==> config.mk <==
export PLATFORM = sky130hd
export DESIGN_NAME = adc_parallel_output_control
export DESIGN_NICKNAME = d
export VERILOG_FILES = /design/src/core/adc_out_pkg.sv /design/src/core/adc_parallel_output_control.sv
export SDC_FILE = /design/constraint.sdc
export NUM_CORES = 1
export LEC_CHECK = 0
export BUFFER_PORTS_ARGS = -buffer_cell sky130_fd_sc_hd__buf_2
export CORE_MARGIN = 2
export CORE_UTILIZATION = 45
export CTS_CLUSTER_DIAMETER = 100
export DETAILED_ROUTE_END_ITERATION = 7
export GPL_TIMING_DRIVEN = 1
export PLACE_DENSITY = 0.69
export SETUP_SLACK_MARGIN = 0.02
export SYNTH_ARGS = -nofsm -noshare
export SYNTH_HDL_FRONTEND = slang
export SYNTH_SLANG_ARGS = --single-unit
==> constraint.sdc <==
create_clock -name sys_clk -period 5.6 [get_ports sys_clk]
set_clock_uncertainty 0.15 [all_clocks]
set_input_delay 1.12 -clock sys_clk [delete_from_list [all_inputs] [get_ports sys_clk]]
set_output_delay 1.12 -clock sys_clk [all_outputs]
set_load 0.01 [all_outputs]
==> src/core/adc_out_pkg.sv <==
/*
  Constants for the converter output control block: widths, pipeline
  latency, calibration length and encodings.
  Assumes a single 100 MHz system clock; no bus.
*/
package adc_out_pkg;
  localparam int SAMPLE_WIDTH = 10;
  localparam int MSB_POS = 9;
  localparam int LSB_POS = 0;
  localparam int PIPE_LATENCY = 28;
  localparam int CAL_CYCLES_DEFAULT = 1000;
  localparam int CAL_CNT_WIDTH = 24;
  localparam logic REF_INTERNAL = 1'b0;
  localparam logic REF_EXTERNAL = 1'b1;
  localparam logic [SAMPLE_WIDTH-1:0] MSB_FLIP = 10'h200;
  localparam logic [SAMPLE_WIDTH-1:0] CODE_MAX = 10'h3FF;
  localparam logic [SAMPLE_WIDTH-1:0] CODE_MIN = 10'h000;
  localparam logic [CAL_CNT_WIDTH-1:0] CAL_ONE = 24'h000001;
  typedef enum logic [1:0] {
    ST_HELD,
    ST_CAL,
    ST_RUN
  } cal_state_t;
endpackage

==> src/core/adc_parallel_output_control.sv <==
/*
  Digital output side of a 10-bit pipelined converter: strap sampling,
  clock halving, recalibration control, latency pipeline and output format.
  Assumes the sample clock pair arrives as pins, the converter core result
  arrives on sys_clk as raw offset-binary code, and rst_b is the power-on reset.
*/
`timescale 1ns/1ps
// Notes on behaviour
// RQ1 - Reference select low picks internal reference, high picks external.
// RQ2 - Clock halving input low divides sample clock by two; high passes it.
// RQ3 - Recalibration reset is active low; held low at power-up, outside may pull.
// RQ4 - Format select low gives two's complement output words.
// RQ5 - Each result is a 10-bit word, bit 0 least significant.
// RQ6 - Most significant bit leaves on bit 9.
// RQ7 - Output word appears 28 sample clocks after its conversion starts.
// RQ8 - Reset low one cycle requests recalibration; it starts on the rising edge.
// RQ9 - Over-range flag high from reset low until calibration completes.
// RQ10 - Forwarded clock held low during reset, resumes at next edge after release.
// RQ11 - Format select high gives offset binary, most negative input all zeros.
module adc_parallel_output_control
  import adc_out_pkg::*;
#(
  parameter int CAL_CYCLES = CAL_CYCLES_DEFAULT
) (
  input wire logic sys_clk,
  input wire logic rst_b,
  input wire logic sample_clock_true,
  input wire logic sample_clock_comp,
  input wire logic reference_source_select,
  input wire logic clock_halve_n,
  input wire logic twos_comp_format_n,
  input wire logic recal_reset_in,
  input wire logic [SAMPLE_WIDTH-1:0] core_code,
  output logic recal_reset_out,
  output logic recal_reset_oe,
  output logic use_external_ref,
  output logic [SAMPLE_WIDTH-1:0] sample_word,
  output logic sample_bit_lsb,
  output logic sample_bit_msb,
  output logic forwarded_sample_clock,
  output logic over_range,
  output logic cal_busy
);

  // ****************************************
  // State
  // ****************************************
  typedef struct packed {
    logic [1:0] sample_clock_true_sync;
    logic [1:0] sample_clock_comp_sync;
    logic [1:0] rst_sync;
    logic [1:0] ref_sync;
    logic [1:0] halve_sync;
    logic [1:0] fmt_sync;
    logic clk_prev;
    logic rst_prev;
    logic half_phase;
    cal_state_t state;
    logic [CAL_CNT_WIDTH-1:0] cal_cnt;
    logic [PIPE_LATENCY-1:0][SAMPLE_WIDTH:0] pipe;
    logic fwd_clk;
    logic wire_low;
    logic drive_n;
    logic use_ext;
    logic [SAMPLE_WIDTH-1:0] word;
    logic ovr;
    logic busy;
  } state_t;

  state_t s_reg;
  state_t s_next;
  logic clk_diff;
  logic clk_rise;
  logic sample_tick;
  logic reset_low;
  logic rst_fell;
  logic raw_over;
  logic [SAMPLE_WIDTH-1:0] fmt_word;

  function automatic logic [SAMPLE_WIDTH-1:0] format_code(input logic [SAMPLE_WIDTH-1:0] code,
                                                         input logic fmt_n);
    format_code = fmt_n ? code : (code ^ MSB_FLIP); // RQ4 RQ11
  endfunction

  // ****************************************
  // Next state
  // ****************************************
  always_comb begin
    s_next = s_reg;

    // ****************************************
    // Pin synchronisers
    // ****************************************
    // Every pin passes two flops before any decision reads it
    s_next.sample_clock_true_sync = {s_reg.sample_clock_true_sync[0], sample_clock_true};
    s_next.sample_clock_comp_sync = {s_reg.sample_clock_comp_sync[0], sample_clock_comp};
    s_next.rst_sync = {s_reg.rst_sync[0], recal_reset_in};
    s_next.ref_sync = {s_reg.ref_sync[0], reference_source_select};
    s_next.halve_sync = {s_reg.halve_sync[0], clock_halve_n};
    s_next.fmt_sync = {s_reg.fmt_sync[0], twos_comp_format_n};

    // ****************************************
    // Sample clock edge and halving
    // ****************************************
    // Differential decision taken only from settled stage
    clk_diff = s_reg.sample_clock_true_sync[1] & ~s_reg.sample_clock_comp_sync[1];
    clk_rise = clk_diff & ~s_reg.clk_prev;
    s_next.clk_prev = clk_diff;
    // Halving uses rising edges only, so when halved the forwarded clock is high a quarter of its period
    sample_tick = 1'b0;
    if (clk_rise) begin
      if (s_reg.halve_sync[1]) begin
        sample_tick = 1'b1; // RQ2
      end else begin
        s_next.half_phase = ~s_reg.half_phase;
        sample_tick = s_reg.half_phase; // RQ2
      end
    end

    // ****************************************
    // Straps
    // ****************************************
    s_next.use_ext = (s_reg.ref_sync[1] == REF_EXTERNAL); // RQ1

    // ****************************************
    // Calibration control
    // ****************************************
    // Falling edge of the settled wire; the self-held low at power-up
    // leaves the previous value low, so leaving it gives no false request
    rst_fell = s_reg.rst_prev & ~s_reg.rst_sync[1];
    reset_low = ~s_reg.rst_sync[1] | (s_reg.state == ST_HELD);
    s_next.rst_prev = s_reg.rst_sync[1];
    raw_over = s_reg.pipe[PIPE_LATENCY-1][SAMPLE_WIDTH];
    fmt_word = format_code(s_reg.pipe[PIPE_LATENCY-1][SAMPLE_WIDTH-1:0], s_reg.fmt_sync[1]);
    unique case (s_reg.state)
      ST_HELD: begin
        // Power-up: device drives reset low itself until calibrated
        if (s_reg.cal_cnt >= CAL_CNT_WIDTH'(CAL_CYCLES)) begin
          s_next.state = ST_RUN; // RQ3
          s_next.cal_cnt = '0;
        end else begin
          s_next.cal_cnt = s_reg.cal_cnt + CAL_ONE;
        end
      end
      ST_CAL: begin
        if (~s_reg.rst_sync[1]) begin
          s_next.cal_cnt = '0;
        end else if (s_reg.cal_cnt >= CAL_CNT_WIDTH'(CAL_CYCLES)) begin
          s_next.state = ST_RUN; // RQ9
          s_next.cal_cnt = '0;
        end else if (s_reg.rst_prev | (s_reg.cal_cnt != '0)) begin
          s_next.cal_cnt = s_reg.cal_cnt + CAL_ONE; // RQ8
        end
      end
      ST_RUN: begin
        // Limitation: a wire still held low by the outside when the
        // power-up calibration ends is only seen at its next fall
        if (rst_fell) begin
          s_next.state = ST_CAL; // RQ8
          s_next.cal_cnt = '0;
        end
      end
      default: begin
        // Unused code: restart calibration from the beginning
        s_next.state = ST_HELD;
        s_next.cal_cnt = '0;
      end
    endcase
    // Open-drain wire: data always low, enable low only while self-held
    s_next.wire_low = 1'b0;
    s_next.drive_n = (s_next.state != ST_HELD); // RQ3

    // ****************************************
    // Sample pipeline and format
    // ****************************************
    // Sample pipeline: one stage per sample tick
    if (sample_tick) begin
      s_next.pipe[0] = {(core_code == CODE_MAX) | (core_code == CODE_MIN), core_code};
      for (int i = 1; i < PIPE_LATENCY; i++) begin
        s_next.pipe[i] = s_reg.pipe[i-1]; // RQ7
      end
      s_next.word = fmt_word; // RQ5 RQ6
    end
    s_next.busy = (s_next.state != ST_RUN);

    // ****************************************
    // Forwarded clock and over-range
    // ****************************************
    // Forwarded clock follows sample ticks, stopped low during reset
    if (reset_low) begin
      s_next.fwd_clk = 1'b0; // RQ10
    end else if (clk_rise) begin
      s_next.fwd_clk = sample_tick ? 1'b1 : s_reg.fwd_clk; // RQ10
    end else if (~clk_diff) begin
      s_next.fwd_clk = 1'b0;
    end
    s_next.ovr = (s_next.state != ST_RUN) ? 1'b1 : raw_over; // RQ9
  end

  always_ff @(posedge sys_clk or negedge rst_b) begin
    if (!rst_b) begin
      s_reg <= '0;
      s_reg.state <= ST_HELD;
      s_reg.ovr <= 1'b1;
      s_reg.busy <= 1'b1;
      s_reg.rst_sync <= 2'h0;
    end else begin
      s_reg <= s_next;
    end
  end

  // ****************************************
  // Outputs
  // ****************************************
  // Open-drain reset: enable low means driving low, only while self-held
  // Both come from flops so the pin never sees a decode glitch
  assign recal_reset_out = s_reg.wire_low;
  assign recal_reset_oe = s_reg.drive_n; // RQ3
  assign use_external_ref = s_reg.use_ext;
  assign sample_word = s_reg.word;
  assign sample_bit_lsb = s_reg.word[LSB_POS];
  assign sample_bit_msb = s_reg.word[MSB_POS];
  assign forwarded_sample_clock = s_reg.fwd_clk;
  assign over_range = s_reg.ovr;
  assign cal_busy = s_reg.busy;

endmodule // adc_parallel_output_control

=== Word-level counts from Yosys, hierarchy flattened ===
Cells that the tools add are included.
Widths: inputs -> output; s select.

* Multipliers: 0
* Multiplexer cells: 16
* Divide/modulo/power cells: 0
* Bitwise logic cells: 12
* Shifts and indexed selects: 0
* Reduce and logical (&&, ||, !) cells: 7
* Magnitude comparators: 1
* Add/subtract/negate cells: 1
* Equality and inequality tests: 8

{| class="wikitable"
|+ Operator list
! operator !! count
|-
| $mux 24 || 4
|-
| $pmux 26 s3 || 1
|-
| $mux 26 || 1
|-
| $add 24x1->24 const B || 1
|-
| $ge 24x10->1 const B || 1
|-
| $reduce_bool 24->1 || 1
|-
| $eq 10x10->1 const B || 1
|-
| $logic_not 10->1 || 1
|-
| $mux 10 || 1
|-
| $mux 1 || 7
|-
| $ne 3x1->1 const B || 2
|-
| $not 1->1 || 6
|-
| $reduce_and 2->1 || 3
|-
| $mux 2 || 2
|-
| $ne 2x2->1 const B || 2
|-
| $ne 4x4->1 const B || 1
|-
| $and 1x1->1 || 3
|-
| $or 1x1->1 || 3
|-
| $eq 2x1->1 const B || 1
|-
| $eq 2x2->1 const B || 1
|-
| $logic_not 2->1 || 1
|-
| $reduce_bool 2->1 || 1
|}

* Bits in writable memories: 0
* Memories: 0
* Register bits after elaboration: 364
* ROM bits: 0
* Latch bits: 0
* Word-level logic and storage cells: 90
* Input bits: 18
* Output and inout port bits: 18

=== Longest topological paths before layout ===
Gate-level depths: netlist (run 1).

* Depth in word-level cells: 8
* Gate-level depth with buffers: 7
* Mapped depth without buffers: 7

=== Worst setup path before layout (run 1) ===
Ideal clock, no wire load.

* Path kind: input to register
* From: in core_code[7]
* To: reg s_reg[26] in the netlist's numbering
* Cell stages on the path: 3
* Library setup time: 77 ps
* Arrival time: 1600 ps
* Setup slack: 3773 ps
* Required time: 5373 ps
* Cell sequence: nor4_1 > a31oi_1 > a21oi_1

* Cells in the longest elaborated chain, start to end: 2
* Elaborated cells on any way between the ends: 3

{| class="wikitable"
|+ Ends and longest elaborated chain
! element !! line !! text
|-
| start: declaration || adc_parallel_output_control.sv:33 || <nowiki>input wire logic [SAMPLE_WIDTH-1:0] core_code,</nowiki>
|-
| $eq 10x10->1 / $logic_not 10->1 (equally long branches) || adc_parallel_output_control.sv:178 || <nowiki>s_next.pipe[0] = {(core_code == CODE_MAX) | (core_code == CODE_MIN), core_code};</nowiki>
|-
| $or 1x1->1 * || adc_parallel_output_control.sv:178 ||
|-
| end signal: assignment || adc_parallel_output_control.sv:208 || <nowiki>s_reg <= s_next;</nowiki>
|-
| end: declaration || adc_parallel_output_control.sv:70 || <nowiki>state_t s_reg;</nowiki>
|}

Mark *: on every way between the ends. The rest lies on a longest branch, timed or not.
A chain may end at the register's enable or synchronous reset.

=== Worst setup path in the final report (run 1) ===
* From: reg s_reg[362] in the netlist's numbering
* To: reg s_reg[95] in the netlist's numbering

* Cells in the longest elaborated chain, start to end: 4

{| class="wikitable"
|+ Ends and longest elaborated chain
! element !! line !! text
|-
| $not 1->1 || adc_parallel_output_control.sv:106 || <nowiki>clk_diff = s_reg.sample_clock_true_sync[1] & ~s_reg.sample_clock_comp_sync[1];</nowiki>
|-
| $and 1x1->1 || adc_parallel_output_control.sv:106 ||
|-
| $and 1x1->1 || adc_parallel_output_control.sv:107 || <nowiki>clk_rise = clk_diff & ~s_reg.clk_prev;</nowiki>
|-
| $mux 1 || adc_parallel_output_control.sv:111 || <nowiki>if (clk_rise) begin</nowiki>
|}

No other way between the ends.

==> reports/metrics.json, run 1 <==
{
  "effective_utilization_at_floorplan": {"value": 46.0, "unit": "%"},
  "hold-path-endpoint": {"value": "use_external_ref"},
  "regToRegStartpoint": {"value": "s_reg[362]"},
  "cellPowerDensity": {"value": 401, "unit": "nW/um2"},
  "worstPathMaxFanout": {"value": 130},
  "post_cts.repair.setup_buffers": {"value": 0},
  "post-synth-top-area-cell": {"value": "sky130_fd_sc_hd__dfrtp_1"},
  "async_flop_share": {"value": 100, "unit": "%"},
  "initialDrtViolationCount": {"value": 338},
  "synth.yosys.seq_area_share": {"value": 66.5, "unit": "%"},
  "cts.clk_slew.worst_paths": {"value": 0.06, "unit": "ns"},
  "hold_violations": {"value": 0},
  "dieHeight": {"value": 179, "unit": "um"},
  "cp.required": {"value": 5.84, "unit": "ns"},
  "gp_congestion": {"value": 0.768},
  "drcViolationCount": {"value": 0},
  "numCtsBuffers": {"value": 36},
  "setup.worst_path.end_class": {"value": "register"},
  "slew_headroom": {"value": 33.7, "unit": "%"},
  "largest_reg_flops": {"value": 340},
  "worst_slew_pin_slew": {"value": 0.991, "unit": "ns"},
  "post_cts_resize_count": {"value": 0},
  "final.min_clock_period": {"value": 2.73, "unit": "ns"},
  "clk-insertion-delay-late": {"value": 0.50, "unit": "ns"},
  "worst_ep_arrival_time": {"value": 2.97, "unit": "ns"},
  "clockBufferDepth": {"value": 3},
  "synth.lib_cells_used.distinct": {"value": 38},
  "synthesis.yosys.warnings": {"value": 0},
  "numPortBuffers": {"value": 34},
  "core_region_area": {"value": 29800, "unit": "um2"},
  "synth.ff_latch_count": {"value": 364},
  "grt_setup_unrepaired": {"value": "false"},
  "timing.reg2reg.setup_slack": {"value": 2.87, "unit": "ns"},
  "worstHoldPathCells": {"value": 0},
  "tns": {"value": 0, "unit": "ns"},
  "status": {"value": "finished, final reports clean"},
  "worstHoldPathType": {"value": "reg -> reg"},
  "cts_root_buffer": {"value": "sky130_fd_sc_hd__clkbuf_16"},
  "antenna_violations_before_repair": {"value": 0},
  "cts_tree": {"value": "done"},
  "detailedRoute.firstPassIterationCount": {"value": 4},
  "finish.instance_area": {"value": 15400, "unit": "um2"},
  "final_layout_size_suffix_gt1_share": {"value": 46.6, "unit": "%"},
  "critPathKind": {"value": "reg -> reg"},
  "vias": {"value": 6545},
  "num_io_pins": {"value": 36},
  "synth.top_cell.area_share": {"value": 66.1, "unit": "%"},
  "grt_pass1_vias": {"value": 6703},
  "timing.final.setup_violations": {"value": 0},
  "hold_start": {"value": "s_next[12]"},
  "synthesis.instances": {"value": 858},
  "placed_area": {"value": 14200, "unit": "um2"},
  "cp_max_stage_delay": {"value": 0.83, "unit": "ns"},
  "final-max-slew-violation-count": {"value": 0},
  "nNetsFinal": {"value": 910},
  "antenna_left": {"value": 0},
  "synth_fp_nets": {"value": 878},
  "synth_area_leaders": {"value": "sky130_fd_sc_hd__dfrtp_1 66%, sky130_fd_sc_hd__mux2_2 26%, sky130_fd_sc_hd__buf_2 1.3%, sky130_fd_sc_hd__nor2_1 0.71%, sky130_fd_sc_hd__buf_4 0.60%"},
  "route.detailed.wl_per_inst": {"value": 13.7, "unit": "um"},
  "rows": {"value": 63},
  "timing.critical_path.from_type": {"value": "register"},
  "insertedDiodeCount": {"value": 0},
  "grt_overflow_total": {"value": 0},
  "clock-sinks": {"value": 364},
  "area.sequential": {"value": 9110, "unit": "um2"},
  "detailedPlacementHpwl": {"value": 10.3, "unit": "mm"},
  "critPathSlowestCell": {"value": "sky130_fd_sc_hd__nor3_4"},
  "design.die.area": {"value": 31900, "unit": "um2"},
  "ys_dominant_reg_cell": {"value": "sky130_fd_sc_hd__dfrtp_1"},
  "synthToLayoutAreaGrowth": {"value": 12.4, "unit": "%"},
  "worstPathCellList": {"value": "nand2b_1 -> nor3_4 -> buf_12 -> mux2_2"},
  "worst_r2r_path_depth": {"value": 4},
  "routed_wirelength": {"value": 18.0, "unit": "mm"},
  "post_synth.cell_area_avg": {"value": 16.0, "unit": "um2"},
  "cts_hold_buffers": {"value": 0},
  "finalCritPeriodShare": {"value": 48.7, "unit": "%"},
  "ctsHtreeMaxLevel": {"value": 2},
  "largest_net_degree_at_the_start_of_global_routing": {"value": 131},
  "die-width": {"value": 179, "unit": "um"},
  "max_freq": {"value": 366, "unit": "MHz"},
  "ir_worst_vdd": {"value": 0.231, "unit": "mV"},
  "synthesis.area": {"value": 13700, "unit": "um2"},
  "detail_route.vias_per_cell": {"value": 5.01},
  "crit-reg2reg-capture": {"value": "s_reg[95]"},
  "num-fill-cells": {"value": 2492},
  "leakagePower": {"value": 7.52, "unit": "nW"},
  "global_route_wire_length_before_repair": {"value": 32.2, "unit": "mm"},
  "number_of_enable_flip_flop_cells_after_synthesis": {"value": 0},
  "multi_input_area": {"value": 4310, "unit": "um2"},
  "max_cap_violations": {"value": 0},
  "globalRouteTotalUtil": {"value": 12.2, "unit": "%"}
}
[synthesized netlist by cell type, drive strengths merged, types with 2 or more instances]
cell    number
a21oi        9
a31oi        6
and2         4
and3         5
buf         47
dfrtp      362
dfstp        2
ha           2
inv          8
mux2       318
nand2        5
nand2b       4
nand3        7
nand4        6
nor2        27
nor3        10
nor4         8
o21ai        8
o41ai        2
or3          4
xnor2        3
xor2         3
[how the worst max path moves through the flow]
stage | start | to | slack [ns] | depth (start not counted)
6_report | s_reg[362] | s_reg[95] | 2.87 | 4
5_1_grt | s_reg[362] | s_reg[55] | 2.66 | 4
4_1_cts | s_reg[362] | s_reg[68] | 2.84 | 4
3_5_place_dp | s_reg[362] | s_reg[102] | 2.87 | 4
3_3_place_gp | s_reg[362] | s_reg[45] | 2.88 | 4
2_1_floorplan | core_code[7] | s_reg[26] | 3.77 | 3
[per-layer routing]
| layer | GRT usage, % | vias to the layer above | share of wire [%] | routed length, um |
|---|---|---|---|---|
| met2 | 19.0 | 65 | 45 | 8140 |
| met1 | 16.8 | 3363 | 49 | 8770 |
| li1 | - | 3083 | - | - |
| met5 | 0 | - | 0 | 0 |
| met3 | 2.64 | 34 | 3.4 | 609 |
| met4 | 4.67 | 0 | 2.4 | 435 |
[placed cells by master (no fill, tap or decap), drive strengths merged]
master / synthesis / routed
a31oi: 6 / 6
nor3: 10 / 10
and3: 5 / 5
nand2b: 4 / 4
clkinv: 0 / 7
mux2: 318 / 318
o32ai: 1 / 1
nand4: 6 / 6
inv: 8 / 9
nand2: 5 / 5
nand3: 7 / 7
ha: 2 / 2
o22ai: 1 / 1
conb: 1 / 1
nor2: 27 / 27
xnor2: 3 / 3
a21oi: 9 / 9
and2: 4 / 4
o21ai: 8 / 8
nor4bb: 1 / 1
xor2: 3 / 3
buf: 47 / 42
dfstp: 2 / 2
dfrtp: 362 / 362
clkbuf: 1 / 53
or3: 4 / 4
o41ai: 2 / 2
or2: 1 / 1
bufinv: 0 / 2
a211o: 1 / 1
nor4: 8 / 8
clkinvlp: 0 / 1
a41oi: 1 / 1
[report_power, final]
group	switching, mW	total (mW)	internal (mW)
sequential	0.181	3.21	3.03
clock	0.949	2.38	1.43
combinational	0.226	0.600	0.374
total	1.36	6.18	4.83
[cell families (layout without fill, tap and decap cells)]
kind of cell / Yosys count / in the layout / share of synthesized area, %
flops: 364 / 364 / 66.5
mux: 318 / 318 / 26.1
simple gates: 82 / 82 / 3.40
buf+inv: 56 / 114 / 2.16
compound gates: 29 / 29 / 1.26
xor+xnor: 6 / 6 / 0.383
fa+ha+maj: 2 / 2 / 0.183
other cells: 1 / 1 / 0.0274
[layout make-up]
class                      count  share of cell area (%)
clock buffer                  53                    6.98
clock inverter                11                   0.763
inverter                       8                   0.195
multi-input combinational    438                    28.0
sequential                   364                    59.1
tap                          390                    3.17
timing repair buffer          42                    1.80
[through the flow]
step,util (%),std cells,hold WS [ns],setup WS [ns],power (mW)
2_1_floorplan,-,858,0.181,3.77,3.69
3_3_place_gp,47.7,1242,0.182,2.88,3.83
3_5_place_dp,47.7,1242,0.186,2.87,3.87
4_1_cts,51.7,1306,0.199,2.84,6.28
5_1_grt,51.7,1306,0.201,2.66,6.50
6_report,51.7,1306,0.197,2.87,6.18
[critical path: cells and delay by family (launching register included)]
kind	cells	cell delay [ns]
and+or+nand+nor	2	1.04
muxes	1	0.41
DFF	1	0.35
buffers and inverters	1	0.55
No activity file was read; power rests on OpenSTA's default activity.
==> inputs of run 2 (changes only) <==
==> constraint.sdc (replaced) <==
create_clock -name sys_clk -period 2.54 [get_ports sys_clk]
set_clock_uncertainty 0.15 [all_clocks]
set_input_delay 0.508 -clock sys_clk [delete_from_list [all_inputs] [get_ports sys_clk]]
set_output_delay 0.508 -clock sys_clk [all_outputs]
set_load 0.01 [all_outputs]
==> run 2 against run 1 <==
Effect of this change:
- critical path depth grew 1
- design area grew 1.6%
- count of clock-buffer cells in the layout shrank 3
- first-iteration DRC count shrank 6.2%
- worst setup slack lost 2.4 ns
- utilization grew 0.85 points
- largest cell class unchanged
- sequential share of layout area shrank 0.95 points
- fmax grew 32%
==> reports/metrics.json, run 2 (synthesis gave the netlist of run 1 again) <==
{
  "detailedRoute.firstPassIterationCount": {"value": 4, "change": "unchanged"},
  "max_cap_violations": {"value": 0, "change": "unchanged"},
  "timing.reg2reg.setup_slack": {"value": 0.48, "unit": "ns", "change": "was 2.87 ns"},
  "worst_setup_path_endpoint": {"value": "s_reg[255]", "change": "was s_reg[95]"},
  "antenna_violations_before_repair": {"value": 0, "change": "unchanged"},
  "nNetsFinal": {"value": 929, "change": "was 910"},
  "final.min_clock_period": {"value": 2.06, "unit": "ns", "change": "was 2.73 ns"},
  "worstHoldPathType": {"value": "in -> reg", "change": "was reg -> reg"},
  "insertedDiodeCount": {"value": 0, "change": "unchanged"},
  "place_ws": {"value": 0.485, "unit": "ns", "change": "was 2.87 ns"},
  "synthToLayoutAreaGrowth": {"value": 14.2, "unit": "%", "change": "was 12.4%"},
  "numPortBuffers": {"value": 34, "change": "unchanged"},
  "area.sequential": {"value": 9110, "unit": "um2", "change": "unchanged"},
  "p_total": {"value": 13.7, "unit": "mW", "change": "was 6.18 mW"},
  "finalCritPeriodShare": {"value": 81.2, "unit": "%", "change": "was 48.7%"},
  "initialDrtViolationCount": {"value": 317, "change": "was 338"},
  "clock-sinks": {"value": 364, "change": "unchanged"},
  "worstPathMaxFanout": {"value": 58, "change": "was 130"},
  "rows": {"value": 63, "change": "unchanged"},
  "layout_common_cells": {"value": "362 x sky130_fd_sc_hd__dfrtp_1, 318 x sky130_fd_sc_hd__mux2_2, 37 x sky130_fd_sc_hd__clkbuf_16, 33 x sky130_fd_sc_hd__buf_2, 26 x sky130_fd_sc_hd__nor2_1", "change": "unchanged"},
  "gp_congestion": {"value": 0.765, "change": "was 0.768"},
  "timing.final.setup_violations": {"value": 0, "change": "unchanged"},
  "post-route-util": {"value": 52.6, "unit": "%", "change": "was 51.7%"},
  "cp.required": {"value": 2.77, "unit": "ns", "change": "was 5.84 ns"},
  "cts_root_buffer": {"value": "sky130_fd_sc_hd__clkbuf_16", "change": "unchanged"},
  "num-fill-cells": {"value": 2474, "change": "was 2492"},
  "instances_no_fill": {"value": 1324, "change": "was 1306"},
  "hold_slack": {"value": 0.128, "unit": "ns", "change": "was 0.197 ns"},
  "most_common_cell_after_layout_fill_and_taps_aside": {"value": "sky130_fd_sc_hd__dfrtp_1", "change": "unchanged"},
  "route.detailed.wl_per_inst": {"value": 14.0, "unit": "um", "change": "was 13.7 um"},
  "grt_pass1_vias": {"value": 6791, "change": "was 6703"},
  "numCtsBuffers": {"value": 35, "change": "was 36"},
  "grt_setup_unrepaired": {"value": "false", "change": "unchanged"},
  "routed_wirelength": {"value": 18.5, "unit": "mm", "change": "was 18.0 mm"},
  "leakagePower": {"value": 7.63, "unit": "nW", "change": "was 7.52 nW"},
  "ir_worst_vdd": {"value": 0.498, "unit": "mV", "change": "was 0.231 mV"},
  "regToRegStartpoint": {"value": "s_reg[362]", "change": "unchanged"},
  "slew_headroom": {"value": 62.2, "unit": "%", "change": "was 33.7%"},
  "num_io_pins": {"value": 36, "change": "unchanged"},
  "final-max-slew-violation-count": {"value": 0, "change": "unchanged"},
  "worst_r2r_path_depth": {"value": 5, "change": "was 4"},
  "multi_input_area": {"value": 4310, "unit": "um2", "change": "unchanged"},
  "detail_route.vias_per_cell": {"value": 5.00, "change": "was 5.01"},
  "design.die.area": {"value": 31900, "unit": "um2", "change": "unchanged"},
  "die-width": {"value": 179, "unit": "um", "change": "unchanged"},
  "vias": {"value": 6624, "change": "was 6545"},
  "timing.critical_path.from_type": {"value": "register", "change": "unchanged"},
  "dieHeight": {"value": 179, "unit": "um", "change": "unchanged"},
  "worst_setup_path_startpoint": {"value": "s_reg[362]", "change": "unchanged"},
  "ctsHtreeMaxLevel": {"value": 2, "change": "unchanged"},
  "cts_tree": {"value": "done", "change": "unchanged"},
  "effective_utilization_at_floorplan": {"value": 46.0, "unit": "%", "change": "unchanged"},
  "core_region_area": {"value": 29800, "unit": "um2", "change": "unchanged"},
  "power_frac_clock": {"value": 38.5, "unit": "%", "change": "was 38.4%"},
  "switching_share_of_power": {"value": 21.7, "unit": "%", "change": "was 21.9%"},
  "placed_area": {"value": 14400, "unit": "um2", "change": "was 14200 um2"},
  "final_layout_size_suffix_gt1_share": {"value": 46.8, "unit": "%", "change": "was 46.6%"},
  "tns": {"value": 0, "unit": "ns", "change": "unchanged"},
  "status": {"value": "finished, final reports clean", "change": "unchanged"},
  "grt_overflow_total": {"value": 0, "change": "unchanged"},
  "setup.worst_path.end_class": {"value": "register", "change": "unchanged"},
  "critPathKind": {"value": "reg -> reg", "change": "unchanged"},
  "antenna_left": {"value": 0, "change": "unchanged"},
  "cellInternalPower": {"value": 10.8, "unit": "mW", "change": "was 4.83 mW"},
  "cts.clk_slew.worst_paths": {"value": 0.06, "unit": "ns", "change": "about the same"},
  "clk-insertion-delay-late": {"value": 0.50, "unit": "ns", "change": "about the same"},
  "hold_violations": {"value": 0, "change": "unchanged"},
  "globalRouteTotalUtil": {"value": 12.5, "unit": "%", "change": "was 12.2%"},
  "largest_net_degree_at_the_start_of_global_routing": {"value": 99, "change": "was 131"},
  "cellPowerDensity": {"value": 878, "unit": "nW/um2", "change": "was 401 nW/um2"},
  "drcViolationCount": {"value": 0, "change": "unchanged"},
  "crit-reg2reg-capture": {"value": "s_reg[255]", "change": "was s_reg[95]"},
  "worst_ep_arrival_time": {"value": 2.30, "unit": "ns", "change": "was 2.97 ns"},
  "net-switching-power": {"value": 2.99, "unit": "mW", "change": "was 1.36 mW"},
  "portion_of_total_power_attributed_to_sequential_cells": {"value": 51.4, "unit": "%", "change": "was 51.8%"},
  "max_freq": {"value": 485, "unit": "MHz", "change": "was 366 MHz"},
  "finish.instance_area": {"value": 15700, "unit": "um2", "change": "was 15400 um2"},
  "largest_reg_flops": {"value": 340, "change": "unchanged"},
  "share_comb_of_total_power": {"value": 10.1, "unit": "%", "change": "was 9.7%"},
  "detailedPlacementHpwl": {"value": 11.0, "unit": "mm", "change": "was 10.3 mm"},
  "global_route_wire_length_before_repair": {"value": 32.9, "unit": "mm", "change": "was 32.2 mm"},
  "placed_cells_incl_taps": {"value": 1255, "change": "was 1242"},
  "worst_slew_pin_slew": {"value": 0.563, "unit": "ns", "change": "was 0.991 ns"},
  "clockBufferDepth": {"value": 3, "change": "unchanged"},
  "post_cts.repair.setup_buffers": {"value": 0, "change": "unchanged"},
  "postLayoutSetupSlackWorst": {"value": 0.477, "unit": "ns", "change": "was 2.87 ns"},
  "post_cts_resize_count": {"value": 0, "change": "unchanged"}
}
run 2: layer usage:
metal	vias up	routed length, um	track usage (%)
met5	-	0	0
met4	0	403	4.00
met3	31	595	2.64
met2	63	8600	19.7
met1	3411	8940	17.4
li1	3119	-	-
run 2: area by class of cell:
cell class / instances / area share [%]
inverters: 8 / 0.192
clock buffers: 50 / 6.54
repair buffers: 62 / 3.40
well taps: 390 / 3.12
flip-flops and latches: 364 / 58.2
clock inverters: 12 / 1.06
multi-input cells: 438 / 27.5
run 2: power by group through the flow:
stage               Clock, mW  Sequential (mW)  Combinational (mW)
finish                   5.29             7.07                1.38
detailed placement          0             7.18                1.40
floorplan                   0             7.04                1.10
global placement            0             7.14                1.35
global route             5.70             7.20                1.53
CTS                      5.46             7.08                1.42
run 2: worst min-delay path by stage:
| stage | start | endpoint | slack, ns | depth (start not counted) |
|---|---|---|---|---|
| floorplan | rst_b | forwarded_sample_clock | 0.06 | 0 |
| global placement | s_next[358] | s_next[12] | 0.18 | 0 |
| detailed placement | s_next[360] | s_next[351] | 0.19 | 0 |
| CTS | core_code[4] | s_reg[20] | 0.10 | 2 |
| global route | core_code[2] | s_reg[18] | 0.12 | 2 |
| finish | core_code[4] | s_reg[20] | 0.13 | 2 |
run 2: repair_timing:
action | in CTS | in global routing
endpoints found under the setup margin | 0 | 0
hold buffers | 7 | 0
hold endpoints to repair | 52 | 0
run 2: worst max-delay path, cell delays in order, from the launching register on:
cell                       delay [ns]
sky130_fd_sc_hd__dfrtp_1         0.35
sky130_fd_sc_hd__nand2b_1        0.21
sky130_fd_sc_hd__nor3_4          0.30
sky130_fd_sc_hd__buf_12          0.23
sky130_fd_sc_hd__buf_12          0.30
sky130_fd_sc_hd__mux2_2          0.38
